File: config.mk
export PLATFORM = sky130hd
export DESIGN_NAME = reload_timer
export DESIGN_NICKNAME = d
export VERILOG_FILES = /design/src/inc/rdt_pkg.sv /design/src/rtl/count_tick_gen.sv /design/src/rtl/input_filter.sv /design/src/rtl/reload_timer.sv
export SDC_FILE = /design/constraint.sdc
export NUM_CORES = 1
export LEC_CHECK = 0
export BUFFER_PORTS_ARGS = -buffer_cell sky130_fd_sc_hd__buf_4
export CAP_MARGIN = 20
export CORE_ASPECT_RATIO = 0.5
export CORE_MARGIN = 4
export CORE_UTILIZATION = 52
export DETAILED_ROUTE_END_ITERATION = 16
export GPL_TIMING_DRIVEN = 1
export MAX_ROUTING_LAYER = met4
export PLACE_DENSITY_LB_ADDON = 0.12
export SYNTH_ARGS = -nofsm -noshare
export SYNTH_HDL_FRONTEND = slang
export SYNTH_SLANG_ARGS = --single-unit
File: constraint.sdc
create_clock -name clock -period 2.5 [get_ports clock]
set_clock_uncertainty 0.15 [all_clocks]
set_input_delay 0.5 -clock clock [delete_from_list [all_inputs] [get_ports clock]]
set_output_delay 0.5 -clock clock [all_outputs]
set_load 0.05 [all_outputs]
File: src/inc/rdt_pkg.sv
// Purpose: shared constants and field layouts of the reload down-counter timer
// Assumes: 32-bit APB data, one aligned word per register
// Notes: narrow registers sit in the low bits, upper bits read as zero
package rdt_pkg;

    // register byte offsets
    localparam logic [7:0] OFF_CTRL = 8'h00;
    localparam logic [7:0] OFF_IOCTL = 8'h04;
    localparam logic [7:0] OFF_MODE = 8'h08;
    localparam logic [7:0] OFF_COUNT = 8'h0C;
    localparam logic [7:0] OFF_EVSRC = 8'h10;
    localparam logic [7:0] OFF_ROUTE = 8'h14;
    localparam logic [7:0] OFF_IRQ_STAT = 8'h18;
    localparam logic [7:0] OFF_IRQ_MASK = 8'h1C;
    localparam logic [7:0] OFF_CLK_EN = 8'h20;

    // control register bit positions
    localparam int CTRL_RUN = 0;
    localparam int CTRL_STATUS = 1;
    localparam int CTRL_FSTOP = 2;
    localparam int CTRL_EDGE = 4;
    localparam int CTRL_UNDER = 5;

    // interrupt status / mask bit positions
    localparam int IRQ_UNDER = 0;
    localparam int IRQ_EDGE = 1;

    // reset values
    localparam logic [7:0] RST_REG8 = 8'h00;
    localparam logic [15:0] RST_REG16 = 16'h0000;

    // operating modes
    localparam logic [2:0] MODE_TIMER = 3'h0;
    localparam logic [2:0] MODE_PULSE = 3'h1;
    localparam logic [2:0] MODE_EVENT = 3'h2;
    localparam logic [2:0] MODE_WIDTH = 3'h3;
    localparam logic [2:0] MODE_PERIOD = 3'h4;

    // count sources
    localparam logic [2:0] SRC_CLK = 3'h0;
    localparam logic [2:0] SRC_CLK_DIV2 = 3'h1;
    localparam logic [2:0] SRC_CLK_DIV8 = 3'h2;
    localparam logic [2:0] SRC_LOW_OSC = 3'h3;
    localparam logic [2:0] SRC_SUB = 3'h4;
    localparam logic [2:0] SRC_EVENT_LINK = 3'h5;

    // event source field codes
    localparam logic [2:0] EVS_PIN = 3'h0;
    localparam logic [2:0] EVS_IRQ_IN = 3'h1;
    localparam logic [2:0] EVS_IRQ_IN_INV = 3'h2;
    localparam logic [2:0] EVS_PEER = 3'h3;
    localparam logic [2:0] EVS_PEER_INV = 3'h4;

    // start/stop latency: cpu cycles when fast, count-source ticks when slow
    localparam logic [1:0] LAT_FAST = 2'h2;
    localparam logic [1:0] LAT_SLOW = 2'h3;

    // filter sample counter match values (periods of 8 and 32 cpu cycles) and agreeing samples
    localparam logic [4:0] FILT_DIV_MID = 5'h07;
    localparam logic [4:0] FILT_DIV_SLOW = 5'h1F;
    localparam int FILT_TAPS = 3;

    typedef struct packed {
        logic event_gate_hi;
        logic event_gate_lo;
        logic filter_select_hi;
        logic filter_select_lo;
        logic rsv3;
        logic output_enable_bit;
        logic rsv1;
        logic input_polarity_select;
    } io_ctrl_t;

    typedef struct packed {
        logic rsv7;
        logic [2:0] count_source;
        logic edge_count_polarity;
        logic [2:0] op_mode_field;
    } mode_t;

endpackage : rdt_pkg

File: src/rtl/count_tick_gen.sv
// Purpose: one-cycle count-source tick from the selected source
// Assumes: oscillator and link inputs are synchronous to clock
// Notes: slow clocks are counted on their rising edge
`timescale 1ns/100ps
module count_tick_gen (
    input wire logic clock,
    input wire logic reset_n,
    input wire logic clear,
    input wire logic [2:0] source,
    input wire logic low_speed_osc_clock,
    input wire logic sub_clock,
    input wire logic event_link_unit,
    output logic tick
);
    import rdt_pkg::*;

    logic [2:0] div_r;
    logic low_prev_r;
    logic sub_prev_r;

    always_ff @(posedge clock or negedge reset_n) begin
        if (!reset_n) begin
            div_r <= 3'h0;
            low_prev_r <= 1'b0;
            sub_prev_r <= 1'b0;
        end else if (clear) begin
            div_r <= 3'h0;
            low_prev_r <= 1'b0;
            sub_prev_r <= 1'b0;
        end else begin
            div_r <= div_r + 3'h1;
            low_prev_r <= low_speed_osc_clock;
            sub_prev_r <= sub_clock;
        end
    end

    always_comb begin
        case (source)
            SRC_CLK: tick = 1'b1;
            SRC_CLK_DIV2: tick = div_r[0];
            SRC_CLK_DIV8: tick = (div_r == 3'h7);
            SRC_LOW_OSC: tick = low_speed_osc_clock & ~low_prev_r;
            SRC_SUB: tick = sub_clock & ~sub_prev_r;
            SRC_EVENT_LINK: tick = event_link_unit;
            default: tick = 1'b0;
        endcase
    end
endmodule : count_tick_gen

File: src/rtl/input_filter.sv
// Purpose: digital noise filter for the event input pin
// Assumes: select 0 bypasses the filter with one register stage
// Notes: output moves only when all taps agree, costing settle time
`timescale 1ns/100ps
module input_filter #(
    parameter int TAPS = 3
) (
    input wire logic clock,
    input wire logic reset_n,
    input wire logic clear,
    input wire logic raw,
    input wire logic [1:0] select,
    output logic filtered
);
    import rdt_pkg::*;

    logic [4:0] div_r;
    logic [TAPS-1:0] taps_r;
    logic sample;

    always_comb begin
        case (select)
            2'h1: sample = 1'b1;
            2'h2: sample = (div_r[2:0] == FILT_DIV_MID[2:0]);
            2'h3: sample = (div_r == FILT_DIV_SLOW);
            default: sample = 1'b0;
        endcase
    end

    always_ff @(posedge clock or negedge reset_n) begin
        if (!reset_n) begin
            div_r <= 5'h00;
            taps_r <= '0;
            filtered <= 1'b0;
        end else if (clear) begin
            div_r <= 5'h00;
            taps_r <= '0;
            filtered <= 1'b0;
        end else begin
            div_r <= div_r + 5'h01;
            if (sample) begin
                taps_r <= {taps_r[TAPS-2:0], raw};
            end
            if (select == 2'h0) begin
                filtered <= raw;
            end else if (&taps_r) begin
                filtered <= 1'b1;
            end else if (~|taps_r) begin
                filtered <= 1'b0;
            end
        end
    end
endmodule : input_filter

File: src/rtl/reload_timer.sv
// Purpose: 16-bit reload down-counter timer with APB registers
// Assumes: zero-wait APB slave, all pins synchronous to clock
// Notes: clock-supply enable low acts as a synchronous soft reset
//
// What this block does
// start shows idle for 2 cycles (fast) or 3 count-source ticks (slow)
// stop shows counting for 2 cycles (fast) or 3 count-source ticks (slow)
// forced stop is write-only, reads zero
// software waits 5 filter clocks before start
// polarity change under filter needs 5 clocks
// unused timer: timer mode, output disabled
// low-speed source needs oscillator select first
// no low-speed source while subclock drives others
// mode source bits 6-4, mode bits 2-0
// mode bit 3 picks single or both edges
// one plain 16-bit down counter, no prescaler
// event source select acts in event mode only
// four-bit pin routing register
// control bits underflow5 edge4 stop2 status1 run0
// counter write hits reload, read gives count, or the captured count in period mode
// clock enable low holds reset, blocks writes
// decrement per tick, underflow after zero
// underflow reloads counter, sets sticky flag
`timescale 1ns/100ps
module reload_timer #(
    parameter int ADDR_W = 8
) (
    input wire logic clock,
    input wire logic reset_n,
    input wire logic psel,
    input wire logic penable,
    input wire logic pwrite,
    input wire logic [ADDR_W-1:0] paddr,
    input wire logic [31:0] pwdata,
    output logic [31:0] prdata,
    output logic pready,
    output logic pslverr,
    input wire logic event_io_pin,
    input wire logic external_irq_input,
    input wire logic peer_timer_signal,
    input wire logic event_link_unit,
    input wire logic low_speed_osc_clock,
    input wire logic sub_clock,
    output logic toggle_output_pin,
    output logic toggle_output_en,
    output logic [3:0] pin_routing_sel,
    output logic underflow_event,
    output logic irq
);
    import rdt_pkg::*;

    logic clk_en_r;
    io_ctrl_t io_r;
    mode_t mode_r;
    logic [15:0] reload_r, count_r, capture_r;
    logic [2:0] evsrc_r;
    logic [3:0] route_r;
    logic [1:0] irq_stat_r, irq_mask_r;
    logic run_r, status_r, under_flag_r, edge_flag_r;
    logic [1:0] lat_cnt_r;
    logic toggle_r, lvl_prev_r, ev_prev_r;
    logic [31:0] rd_nxt;
    logic mapped, wr, rd_setup, wr_ctrl, force_stop;
    logic tick, filt, fast, lat_step, lat_done, start_now;
    logic lvl, act_rise, act_fall, ev_sig, gate_ok, ev_step;
    logic step, capture_now, underflow;
    logic [1:0] lat_last;

    // apb decode
    assign wr = psel & penable & pwrite;
    assign rd_setup = psel & ~penable;
    assign pready = 1'b1;
    assign pslverr = psel & penable & ~mapped;

    always_comb begin
        mapped = 1'b1;
        rd_nxt = 32'h0000_0000;
        case (paddr)
            ADDR_W'(OFF_CTRL): rd_nxt[7:0] = {2'b00, under_flag_r, edge_flag_r, 2'b00, status_r, run_r};
            ADDR_W'(OFF_IOCTL): rd_nxt[7:0] = io_r;
            ADDR_W'(OFF_MODE): rd_nxt[7:0] = mode_r;
            ADDR_W'(OFF_COUNT): rd_nxt[15:0] = (mode_r.op_mode_field == MODE_PERIOD) ? capture_r : count_r;
            ADDR_W'(OFF_EVSRC): rd_nxt[2:0] = evsrc_r;
            ADDR_W'(OFF_ROUTE): rd_nxt[3:0] = route_r;
            ADDR_W'(OFF_IRQ_STAT): rd_nxt[1:0] = irq_stat_r;
            ADDR_W'(OFF_IRQ_MASK): rd_nxt[1:0] = irq_mask_r;
            ADDR_W'(OFF_CLK_EN): rd_nxt[0] = clk_en_r;
            default: mapped = 1'b0;
        endcase
        // registers other than clock enable read as zero while clock supply is off
        if (!clk_en_r && paddr != ADDR_W'(OFF_CLK_EN)) begin
            rd_nxt = 32'h0000_0000;
        end
    end

    always_ff @(posedge clock or negedge reset_n) begin
        if (!reset_n) begin
            prdata <= 32'h0000_0000;
        end else if (rd_setup && !pwrite) begin
            prdata <= rd_nxt;
        end
    end

    always_ff @(posedge clock or negedge reset_n) begin
        if (!reset_n) begin
            clk_en_r <= 1'b0;
        end else if (wr && paddr == ADDR_W'(OFF_CLK_EN)) begin
            clk_en_r <= pwdata[0];
        end
    end

    assign wr_ctrl = wr & clk_en_r & (paddr == ADDR_W'(OFF_CTRL));
    assign force_stop = wr_ctrl & pwdata[CTRL_FSTOP];

    // configuration registers, held at reset values while clock supply is off
    always_ff @(posedge clock or negedge reset_n) begin
        if (!reset_n) begin
            io_r <= io_ctrl_t'(RST_REG8);
            mode_r <= mode_t'(RST_REG8);
            reload_r <= RST_REG16;
            evsrc_r <= RST_REG8[2:0];
            route_r <= RST_REG8[3:0];
            irq_mask_r <= RST_REG8[1:0];
        end else if (!clk_en_r) begin
            io_r <= io_ctrl_t'(RST_REG8);
            mode_r <= mode_t'(RST_REG8);
            reload_r <= RST_REG16;
            evsrc_r <= RST_REG8[2:0];
            route_r <= RST_REG8[3:0];
            irq_mask_r <= RST_REG8[1:0];
        end else if (wr) begin
            case (paddr)
                ADDR_W'(OFF_IOCTL): io_r <= io_ctrl_t'({pwdata[7:4], 1'b0, pwdata[2], 1'b0, pwdata[0]});
                ADDR_W'(OFF_MODE): mode_r <= mode_t'({1'b0, pwdata[6:0]});
                ADDR_W'(OFF_COUNT): reload_r <= pwdata[15:0];
                ADDR_W'(OFF_EVSRC): evsrc_r <= pwdata[2:0];
                ADDR_W'(OFF_ROUTE): route_r <= pwdata[3:0];
                ADDR_W'(OFF_IRQ_MASK): irq_mask_r <= pwdata[1:0];
                default: ;
            endcase
        end
    end

    count_tick_gen u_tick (
        .clock(clock),
        .reset_n(reset_n),
        .clear(!clk_en_r),
        .source(mode_r.count_source),
        .low_speed_osc_clock(low_speed_osc_clock),
        .sub_clock(sub_clock),
        .event_link_unit(event_link_unit),
        .tick(tick)
    );

    input_filter #(
        .TAPS(FILT_TAPS)
    ) u_filt (
        .clock(clock),
        .reset_n(reset_n),
        .clear(!clk_en_r),
        .raw(event_io_pin),
        .select({io_r.filter_select_hi, io_r.filter_select_lo}),
        .filtered(filt)
    );

    // run bit and delayed counting status
    assign fast = (mode_r.op_mode_field == MODE_EVENT) || (mode_r.count_source == SRC_EVENT_LINK);
    assign lat_last = fast ? (LAT_FAST - 2'h1) : (LAT_SLOW - 2'h1);
    assign lat_step = fast ? 1'b1 : tick;
    assign lat_done = (run_r != status_r) && lat_step && (lat_cnt_r == lat_last);
    assign start_now = lat_done && run_r && !force_stop;

    always_ff @(posedge clock or negedge reset_n) begin
        if (!reset_n) begin
            run_r <= 1'b0;
            status_r <= 1'b0;
            lat_cnt_r <= 2'h0;
        end else if (!clk_en_r || force_stop) begin
            run_r <= 1'b0;
            status_r <= 1'b0;
            lat_cnt_r <= 2'h0;
        end else begin
            if (wr_ctrl) begin
                run_r <= pwdata[CTRL_RUN];
            end
            if (run_r == status_r) begin
                lat_cnt_r <= 2'h0;
            end else if (lat_done) begin
                status_r <= run_r;
                lat_cnt_r <= 2'h0;
            end else if (lat_step) begin
                lat_cnt_r <= lat_cnt_r + 2'h1;
            end
        end
    end

    // input conditioning: measurement uses the filtered pin
    assign lvl = filt ^ io_r.input_polarity_select;
    assign act_rise = lvl & ~lvl_prev_r;
    assign act_fall = ~lvl & lvl_prev_r;

    always_comb begin
        ev_sig = lvl;
        if (mode_r.op_mode_field == MODE_EVENT) begin
            case (evsrc_r)
                EVS_IRQ_IN: ev_sig = external_irq_input;
                EVS_IRQ_IN_INV: ev_sig = ~external_irq_input;
                EVS_PEER: ev_sig = peer_timer_signal;
                EVS_PEER_INV: ev_sig = ~peer_timer_signal;
                default: ev_sig = lvl;
            endcase
        end
        case ({io_r.event_gate_hi, io_r.event_gate_lo})
            2'h1: gate_ok = external_irq_input;
            2'h2: gate_ok = ~external_irq_input;
            2'h3: gate_ok = peer_timer_signal;
            default: gate_ok = 1'b1;
        endcase
    end

    // both edges counted when the edge polarity bit is set
    assign ev_step = gate_ok & (mode_r.edge_count_polarity ? (ev_sig ^ ev_prev_r) : (ev_sig & ~ev_prev_r));

    always_ff @(posedge clock or negedge reset_n) begin
        if (!reset_n) begin
            lvl_prev_r <= 1'b0;
            ev_prev_r <= 1'b0;
        end else begin
            lvl_prev_r <= lvl;
            ev_prev_r <= ev_sig;
        end
    end

    always_comb begin
        capture_now = 1'b0;
        case (mode_r.op_mode_field)
            MODE_EVENT: step = ev_step;
            MODE_WIDTH: step = tick & lvl;
            MODE_PERIOD: begin
                step = tick;
                capture_now = act_rise;
            end
            default: step = tick;
        endcase
    end

    assign underflow = status_r && step && !capture_now && count_r == 16'h0000;
    assign underflow_event = underflow;

    // single down counter, reloaded on start, underflow or capture
    always_ff @(posedge clock or negedge reset_n) begin
        if (!reset_n) begin
            count_r <= RST_REG16;
            capture_r <= RST_REG16;
        end else if (!clk_en_r) begin
            count_r <= RST_REG16;
            capture_r <= RST_REG16;
        end else if (start_now) begin
            count_r <= reload_r;
        end else if (status_r) begin
            if (capture_now) begin
                capture_r <= count_r;
                count_r <= reload_r;
            end else if (underflow) begin
                count_r <= reload_r;
            end else if (step) begin
                count_r <= count_r - 16'h0001;
            end
        end
    end

    // sticky flags: hardware set beats a software clear in the same cycle
    always_ff @(posedge clock or negedge reset_n) begin
        if (!reset_n) begin
            under_flag_r <= 1'b0;
            edge_flag_r <= 1'b0;
            irq_stat_r <= 2'b00;
        end else if (!clk_en_r) begin
            under_flag_r <= 1'b0;
            edge_flag_r <= 1'b0;
            irq_stat_r <= 2'b00;
        end else begin
            if (underflow) begin
                under_flag_r <= 1'b1;
            end else if (wr_ctrl && !pwdata[CTRL_UNDER]) begin
                under_flag_r <= 1'b0;
            end
            if (status_r && (capture_now || (mode_r.op_mode_field == MODE_WIDTH && act_fall))) begin
                edge_flag_r <= 1'b1;
            end else if (wr_ctrl && !pwdata[CTRL_EDGE]) begin
                edge_flag_r <= 1'b0;
            end
            for (int i = 0; i < 2; i++) begin
                if (wr && paddr == ADDR_W'(OFF_IRQ_STAT) && pwdata[i]) begin
                    irq_stat_r[i] <= 1'b0;
                end
            end
            if (underflow) begin
                irq_stat_r[IRQ_UNDER] <= 1'b1;
            end
            if (status_r && (capture_now || (mode_r.op_mode_field == MODE_WIDTH && act_fall))) begin
                irq_stat_r[IRQ_EDGE] <= 1'b1;
            end
        end
    end

    assign irq = |(irq_stat_r & irq_mask_r);

    // toggle output inverts on underflow in pulse output mode
    always_ff @(posedge clock or negedge reset_n) begin
        if (!reset_n) begin
            toggle_r <= 1'b0;
        end else if (!clk_en_r || !io_r.output_enable_bit) begin
            toggle_r <= 1'b0;
        end else if (underflow && mode_r.op_mode_field == MODE_PULSE) begin
            toggle_r <= ~toggle_r;
        end
    end

    assign toggle_output_pin = toggle_r;
    assign toggle_output_en = io_r.output_enable_bit;
    assign pin_routing_sel = route_r;

    property p_start_fast;
        @(posedge clock) disable iff (!reset_n)
        $rose(run_r) && fast && clk_en_r && !status_r |-> (!status_r)[*2] ##1 (status_r || !run_r);
    endproperty
    a_start_fast: assert property (p_start_fast) else $error("fast start latency wrong");

    property p_stop_fast;
        @(posedge clock) disable iff (!reset_n)
        $fell(run_r) && fast && clk_en_r && status_r && !$past(force_stop) |-> status_r[*2] ##1 (!status_r || run_r);
    endproperty
    a_stop_fast: assert property (p_stop_fast) else $error("fast stop latency wrong");

    property p_start_slow;
        @(posedge clock) disable iff (!reset_n)
        start_now && !fast |-> lat_cnt_r == 2'h2 && tick;
    endproperty
    a_start_slow: assert property (p_start_slow) else $error("slow start not on third tick");

    property p_force_stop;
        @(posedge clock) disable iff (!reset_n)
        force_stop |=> !run_r && !status_r ##1 prdata[CTRL_FSTOP] == 1'b0;
    endproperty
    a_force_stop: assert property (p_force_stop) else $error("forced stop did not halt");

    property p_reload_write;
        @(posedge clock) disable iff (!reset_n)
        wr && clk_en_r && paddr == ADDR_W'(OFF_COUNT) && !status_r && !start_now
        |=> reload_r == $past(pwdata[15:0]) && count_r == $past(count_r);
    endproperty
    a_reload_write: assert property (p_reload_write) else $error("counter write leaked into count");

    property p_clk_off;
        @(posedge clock) disable iff (!reset_n)
        !clk_en_r |=> !run_r && count_r == 16'h0000 && mode_r == mode_t'(RST_REG8);
    endproperty
    a_clk_off: assert property (p_clk_off) else $error("timer not held in reset");

    property p_decrement;
        @(posedge clock) disable iff (!reset_n)
        clk_en_r && status_r && step && !capture_now && count_r != 16'h0000 && !force_stop
        |=> count_r == $past(count_r) - 16'h0001;
    endproperty
    a_decrement: assert property (p_decrement) else $error("count did not decrement");

    property p_underflow;
        @(posedge clock) disable iff (!reset_n)
        clk_en_r && status_r && step && !capture_now && count_r == 16'h0000 && !force_stop
        |=> count_r == $past(reload_r) && under_flag_r && irq_stat_r[IRQ_UNDER];
    endproperty
    a_underflow: assert property (p_underflow) else $error("underflow reload or flag missing");

    property p_irq;
        @(posedge clock) disable iff (!reset_n)
        clk_en_r && underflow && irq_mask_r[IRQ_UNDER] && !(wr && paddr == ADDR_W'(OFF_IRQ_MASK)) |=> irq;
    endproperty
    a_irq: assert property (p_irq) else $error("unmasked underflow raised no interrupt");

    c_start: cover property (@(posedge clock) disable iff (!reset_n) start_now);
    c_underflow: cover property (@(posedge clock) disable iff (!reset_n) underflow ##1 irq);
    c_capture: cover property (@(posedge clock) disable iff (!reset_n) status_r && capture_now);
    c_stop: cover property (@(posedge clock) disable iff (!reset_n) $fell(status_r));
endmodule : reload_timer

==> metrics.yaml, run 1 <==
synth:
  synth_common_cells: "dfrtp_1 (112), nand2_1 (93), a21oi_1 (62)"
  syn_avg_cell_area_um2: 9.25
  synth_most_common_cell: "dfrtp_1"
  netlist.area_leader.share_pct: 46.3
  synthArstFlopShare_pct: 100
  synth_edf_count: 0
  synth_top_cell_by_area: "dfrtp_1"
  syn_inst: 654
  yosysWarnings: 0
  synth-main-ff-cell: "dfrtp_1"
  synth.distinct_cells: 66
  yosysSeqAreaShare_pct: 46.3
  synth-seq-cells: 112
  syn_area_um2: 6050
  synth_area_leaders: "dfrtp_1 (46%), mux2i_1 (6.3%), nand2_1 (5.8%)"
critical_path:
  r2r_setup_slack_ns: -0.42
  crit_fanout: 4
  crit_arrival_ns: 2.33
  critPathLaunchType: "flop"
  ff2ff_path_depth: 14
  crit_chain: "mux2i_1 -> a311oi_1 -> a31o_2 -> a21oi_2 -> ha_2 -> nor2b_2 -> o21ai_2 -> o32ai_4 -> nand2_2 -> clkinvlp_4 -> buf_6"
  crit_required_ns: 1.85
  crit_path_end_kind: "primary output"
  crit_slowest_cell: "dfrtp_1"
  reg2reg_to: "count_r[3]"
  reg2reg_from: "evsrc_r[1]"
  critPathMaxStageDelay_ns: 0.42
  criticalPathCategory: "reg -> out"
final_layout:
  antennaDiodeCount: 0
  drive_above_1_share_pct: 29.7
  syn_to_final_growth_pct: 30.3
  final_util_pct: 70.5
  fillers: 885
  layout.nets: 855
  fin_cells: 961
min_path:
  hp-class: "in -> reg"
  holdPathEnd: "reload_r[14]"
  hold_start: "pwdata[14]"
  hold_depth: 3
routing:
  drc_errors: 0
  vias_per_cell: 5.80
  routed-via-count: 5569
  dr.pass1.iters: 5
  wire_per_inst_um: 18.8
  drtIter0Drc: 571
  totalWireLength_um: 18100
  postRouteAntennaNets: 0
grt:
  grt_pass1_vias: 5456
  grt_overflow_total: 0
  grt.total_usage_pct: 28.1
  antenna_found_initial: 0
  grt_max_degree: 49
  grt_pass1_wl_um: 29400
timing:
  period_needed_ns: 2.98
  hold_viol: 0
  slew_violations: 0
  post-route-worst-setup-slack_ns: -0.482
  period_share_pct: 119
  slew-limit-headroom_pct: 66.0
  rsz0062_at_grt: "yes"
  hold_slack_ns: 0.234
  fmax_mhz: 335
  setup_viol: 19
  tightestPinTransition_ns: 0.505
place:
  io_buffers: 59
  dp_slack_ns: -0.644
  dp_hpwl_um: 13300
  placed_cells: 933
  place_congestion: 0.939
die:
  fp.dieW_um: 161
  rows: 27
  start_util_pct: 54.1
  pin_count: 93
  die_h_um: 84.3
  core_um2: 11200
  floorplan.die_area_um2: 13500
power_and_ir_drop:
  leakagePower_nw: 3.56
  p_total_w: 0.00467
  pwr_density_cell_nw_per_um2: 593
  ir_worst_vdd_uv: 359
clock_tree:
  ctsRootBufferMaster: "clkbuf_16"
  clk_pin_slew_ns: 0.08
  htreeDepth: 3
  clock_latency_ns: 0.35
  clk_path_buf_depth: 2
  cts_tree: "done"
  cts_inserted_buffers: 9
  clock-sinks: 112
outcome:
  violations: "negative setup slack"
  outcome: "complete, but fails checks"
flow_run:
  cap_violations: 0
power by group:
part | leakage (nW) | internal [W] | switching (W) | total (W)
Combinational | 1.91 | 0.000397 | 0.000508 | 0.000906
Clock | 0.173 | 0.00104 | 0.000663 | 0.00170
Sequential | 1.48 | 0.00196 | 0.000107 | 0.00206
layout by cell type (no fill, tap or decap), drive strengths merged, types with 8 or more instances in the layout:
| cell type | n |
|---|---|
| conb | 17 |
| inv | 18 |
| buf | 166 |
| and2 | 11 |
| nor3 | 9 |
| dfrtp | 112 |
| nand2 | 93 |
| nor2 | 58 |
| clkbuf | 12 |
| a31oi | 8 |
| o21ai | 38 |
| mux2i | 38 |
| a21oi | 63 |
| nand3 | 32 |
layout make-up:
class / instances / area [µm²] / share of cell area, %
Clock buffer: 12 / 256 / 3.25
Clock inverter: 4 / 98.8 / 1.25
Inverter: 18 / 71.3 / 0.905
Multi-Input combinational cell: 489 / 3110 / 39.5
Sequential cell: 112 / 2800 / 35.5
Tap cell: 159 / 199 / 2.52
Timing Repair Buffer: 167 / 1340 / 17.0
state kept, by name, indices dropped and copies added (netlist names), 2 cells and up:
name,cells
capture_r,16
count_r,16
prdata,16
reload_r,16
mode_r,7
io_r,5
u_filt.div_r,5
pin_routing_sel,4
evsrc_r,3
u_filt.taps_r,3
u_tick.div_r,3
irq_mask_r,2
irq_stat_r,2
lat_cnt_r,2
stage by stage:
step	TNS, ns	area (µm²)
floorplan	-2.84	6140
global placement	-9.25	7270
detailed placement	-9.91	7270
CTS	-5.10	7740
global route	-8.08	7880
finish	-5.91	7880
cells by family (layout without fill, tap and decap cells):
family | Yosys count | count (layout) | synth area share [%]
other | 2 | 17 | 0.124
XOR/XNOR | 5 | 5 | 0.848
multiplexers | 43 | 43 | 7.59
adder cells (fa/ha/maj) | 7 | 7 | 1.45
buffers and inverters | 69 | 201 | 5.85
AND/OR/NAND/NOR | 254 | 255 | 20.6
flip-flops | 112 | 112 | 46.3
AO/OA/AOI/OAI | 162 | 162 | 17.2
metal layers:
layer  routed length, µm  vias to the layer above  track usage (%)
met5                   0                        -                -
met4                 192                        0             4.14
met3                1510                       24             6.18
met2                7760                      242             41.3
met1                8620                     2725             41.0
li1                    -                     2578                -
worst max-delay path: cells and delay by family, from the launching register on:
family                   cells  cell delay, ns
AO/OA/AOI/OAI                5            0.68
flip-flops                   1            0.42
adder cells (fa/ha/maj)      1            0.29
AND/OR/NAND/NOR              2            0.24
buffers and inverters        2            0.23
multiplexers                 1            0.14
worst max path at each step:
stage / start / end / slack, ns / cells past startpoint
floorplan: external_irq_input / count_r[3] / -0.27 / 13
global placement: external_irq_input / count_r[3] / -0.60 / 14
detailed placement: external_irq_input / count_r[3] / -0.64 / 14
CTS: evsrc_r[1] / underflow_event / -0.43 / 11
global route: evsrc_r[1] / count_r[3] / -0.55 / 14
finish: evsrc_r[1] / underflow_event / -0.48 / 11
timing repair:
| action | 4_1_cts | 5_1_grt |
|---|---|---|
| hold buffers | 1 | 0 |
| setup buffers | 7 | 4 |
| gates cloned | 1 | 0 |
| hold endpoints to repair | 32 | 0 |
| pin swaps | 5 | 18 |
| setup endpoints to repair | 19 | 19 |
| resized for setup | 10 | 35 |
(Power assumes the default switching activity.)
==> inputs of run 2 (changes only) <==
PLACE_DENSITY = 0.77   (was not set)
PLACE_DENSITY_LB_ADDON = not set   (was 0.12)
==> run 2 against run 1 <==
The run still ends with negative setup slack left; first-iteration DRC count is 8.9% higher; global-route usage is 1.5 points lower; routed wire length is 2.4% lower; largest power group unchanged; combinational power is 0.8% lower.
==> metrics.yaml, run 2 (synthesis results as in run 1) <==
critical_path:
  crit_arrival_ns: 2.36
  r2r_setup_slack_ns: -0.50
  crit_fanout: 3
  crit_chain: "nor3b_2 -> a21oi_1 -> a21oi_4 -> ha_4 -> nor2b_2 -> o21ai_2 -> o32ai_4 -> nand2_2 -> clkinvlp_4 -> buf_8"
  path_buf_inv: 2
  critPathMaxStageDelay_ns: 0.39
  criticalPathCategory: "reg -> out"
  crit_path_end_kind: "primary output"
  critical-path-top-delay-family: "simple AND/OR/NAND/NOR gates"
  crit_required_ns: 1.85
  crit_slowest_cell: "dfrtp_1"
  critPathLaunchType: "flop"
power_and_ir_drop:
  ir_worst_vdd_uv: 366
  intPower_w: 0.00316
  p_total_w: 0.00441
  seqPwrFrac_pct: 46.7
  combPwrFrac_pct: 20.4
  pwr_density_cell_nw_per_um2: 564
  leakagePower_nw: 3.51
  swShare_pct: 28.5
  switchingPower_w: 0.00126
  clkPwrFrac_pct: 32.9
die:
  start_util_pct: 54.1
  pin_count: 93
  core_um2: 11200
  rows: 27
  die_h_um: 84.3
  fp.dieW_um: 161
  floorplan.die_area_um2: 13500
final_layout:
  seq_area_um2: 2800
  layout.nets: 850
  multi_input_area_um2: 3120
  layout_common_cells: "buf_4 (145), dfrtp_1 (111), nand2_1 (88)"
  antennaDiodeCount: 0
  syn_to_final_growth_pct: 29.2
  drive_above_1_share_pct: 29.4
  final_common_cell: "buf_4"
  fillers: 854
routing:
  drc_errors: 0
  wire_per_inst_um: 18.5
  vias_per_cell: 5.77
  drtIter0Drc: 622
  postRouteAntennaNets: 0
  routed-via-count: 5515
  totalWireLength_um: 17600
  dr.pass1.iters: 5
clock_tree:
  cts_tree: "done"
  clock-sinks: 112
  clk_path_buf_depth: 2
  cts_inserted_buffers: 9
  clk_pin_slew_ns: 0.07
  htreeDepth: 3
  ctsRootBufferMaster: "clkbuf_16"
  clock_latency_ns: 0.34
grt:
  grt_pass1_vias: 5252
  grt.total_usage_pct: 26.7
  antenna_found_initial: 0
  grt_overflow_total: 0
  grt_pass1_wl_um: 28100
  grt_max_degree: 49
timing:
  hold_viol: 0
  fmax_mhz: 332
  tightestPinTransition_ns: 0.529
  slew_violations: 0
  period_share_pct: 120
  setup_viol: 18
  period_needed_ns: 3.01
  rsz0062_at_grt: "yes"
  post-route-worst-setup-slack_ns: -0.509
  slew-limit-headroom_pct: 64.4
place:
  dp_slack_ns: -0.655
  place_congestion: 0.965
  dp_hpwl_um: 12600
  io_buffers: 59
outcome:
  outcome: "complete, but fails checks"
  violations: "negative setup slack"
min_path:
  hp-class: "in -> reg"
flow_run:
  cap_violations: 0
run 2: changes by cell type in the layout (fill, tap and decap cells not counted), sizes merged:
cell,previous run,this run
buf,166,161
bufinv,3,1
clkbuf,12,11
clkinv,0,3
clkinvlp,1,2
inv,18,17
run 2: worst min-delay path: stages:
cell     delay, ns
buf_4         0.11
nand2_1       0.04
a21oi_1       0.05
run 2: cell type report:
cell class / instances / area share [%]
timing repair buffer: 162 / 17.0
sequential: 112 / 35.9
clock inverter: 5 / 0.720
clock buffer: 11 / 3.10
multi-input combinational: 489 / 39.9
tap: 159 / 2.54
inverter: 18 / 0.912
run 2: path summary, 6_finish.rpt:
path / start / endpoint / depth (start not counted)
setup / recovery: mode_r[2] / underflow_event / 10
hold / removal: pwdata[11] / reload_r[11] / 3
setup reg to reg: mode_r[2] / count_r[7] / 13
hold reg to reg: u_filt.div_r[0] / u_filt.div_r[0] / 1
max in group asynchronous: reset_n / evsrc_r[1] / 3
min in group asynchronous: reset_n / u_filt.div_r[2] / 2
run 2: power by group through the flow:
stage          combinational (W)  clock [W]  sequential (W)
2_1_floorplan           0.000509          0         0.00209
3_3_place_gp            0.000820          0         0.00208
3_5_place_dp            0.000841          0         0.00209
4_1_cts                 0.000853    0.00146         0.00205
5_1_grt                 0.000993    0.00156         0.00208
6_report                0.000899    0.00145         0.00206
run 2: repair_timing:
| item | CTS | global route |
|---|---|---|
| setup endpoints to repair | 21 | 29 |
| endpoints found under the hold margin | 26 | 0 |
| pin swaps | 3 | 23 |
| buffers inserted | 7 | 7 |
| cloned | 1 | 0 |
| hold buffers | 1 | 0 |
| resized for setup | 17 | 34 |
run 2: metrics by stage:
stage / setup TNS (ns) / util, % / instance area, µm² / cells / hold WS [ns]
detailed placement: -9.93 / 64.4 / 7200 / 924 / 0.299
global route: -9.40 / 69.9 / 7820 / 956 / 0.245
floorplan: -2.84 / - / 6140 / 669 / 0.0544
CTS: -6.42 / 68.4 / 7650 / 949 / 0.241
finish: -6.89 / 69.9 / 7820 / 956 / 0.242
global placement: -8.49 / 64.4 / 7200 / 924 / 0.290
run 2: layer usage:
layer  vias to the layer above  GRT usage (%)  wire, µm
li1                       2567              -         -
met1                      2707           38.2      8190
met2                       221           39.2      7780
met3                        20           6.08      1490
met4                         0           5.07       186
met5                         -              -         0
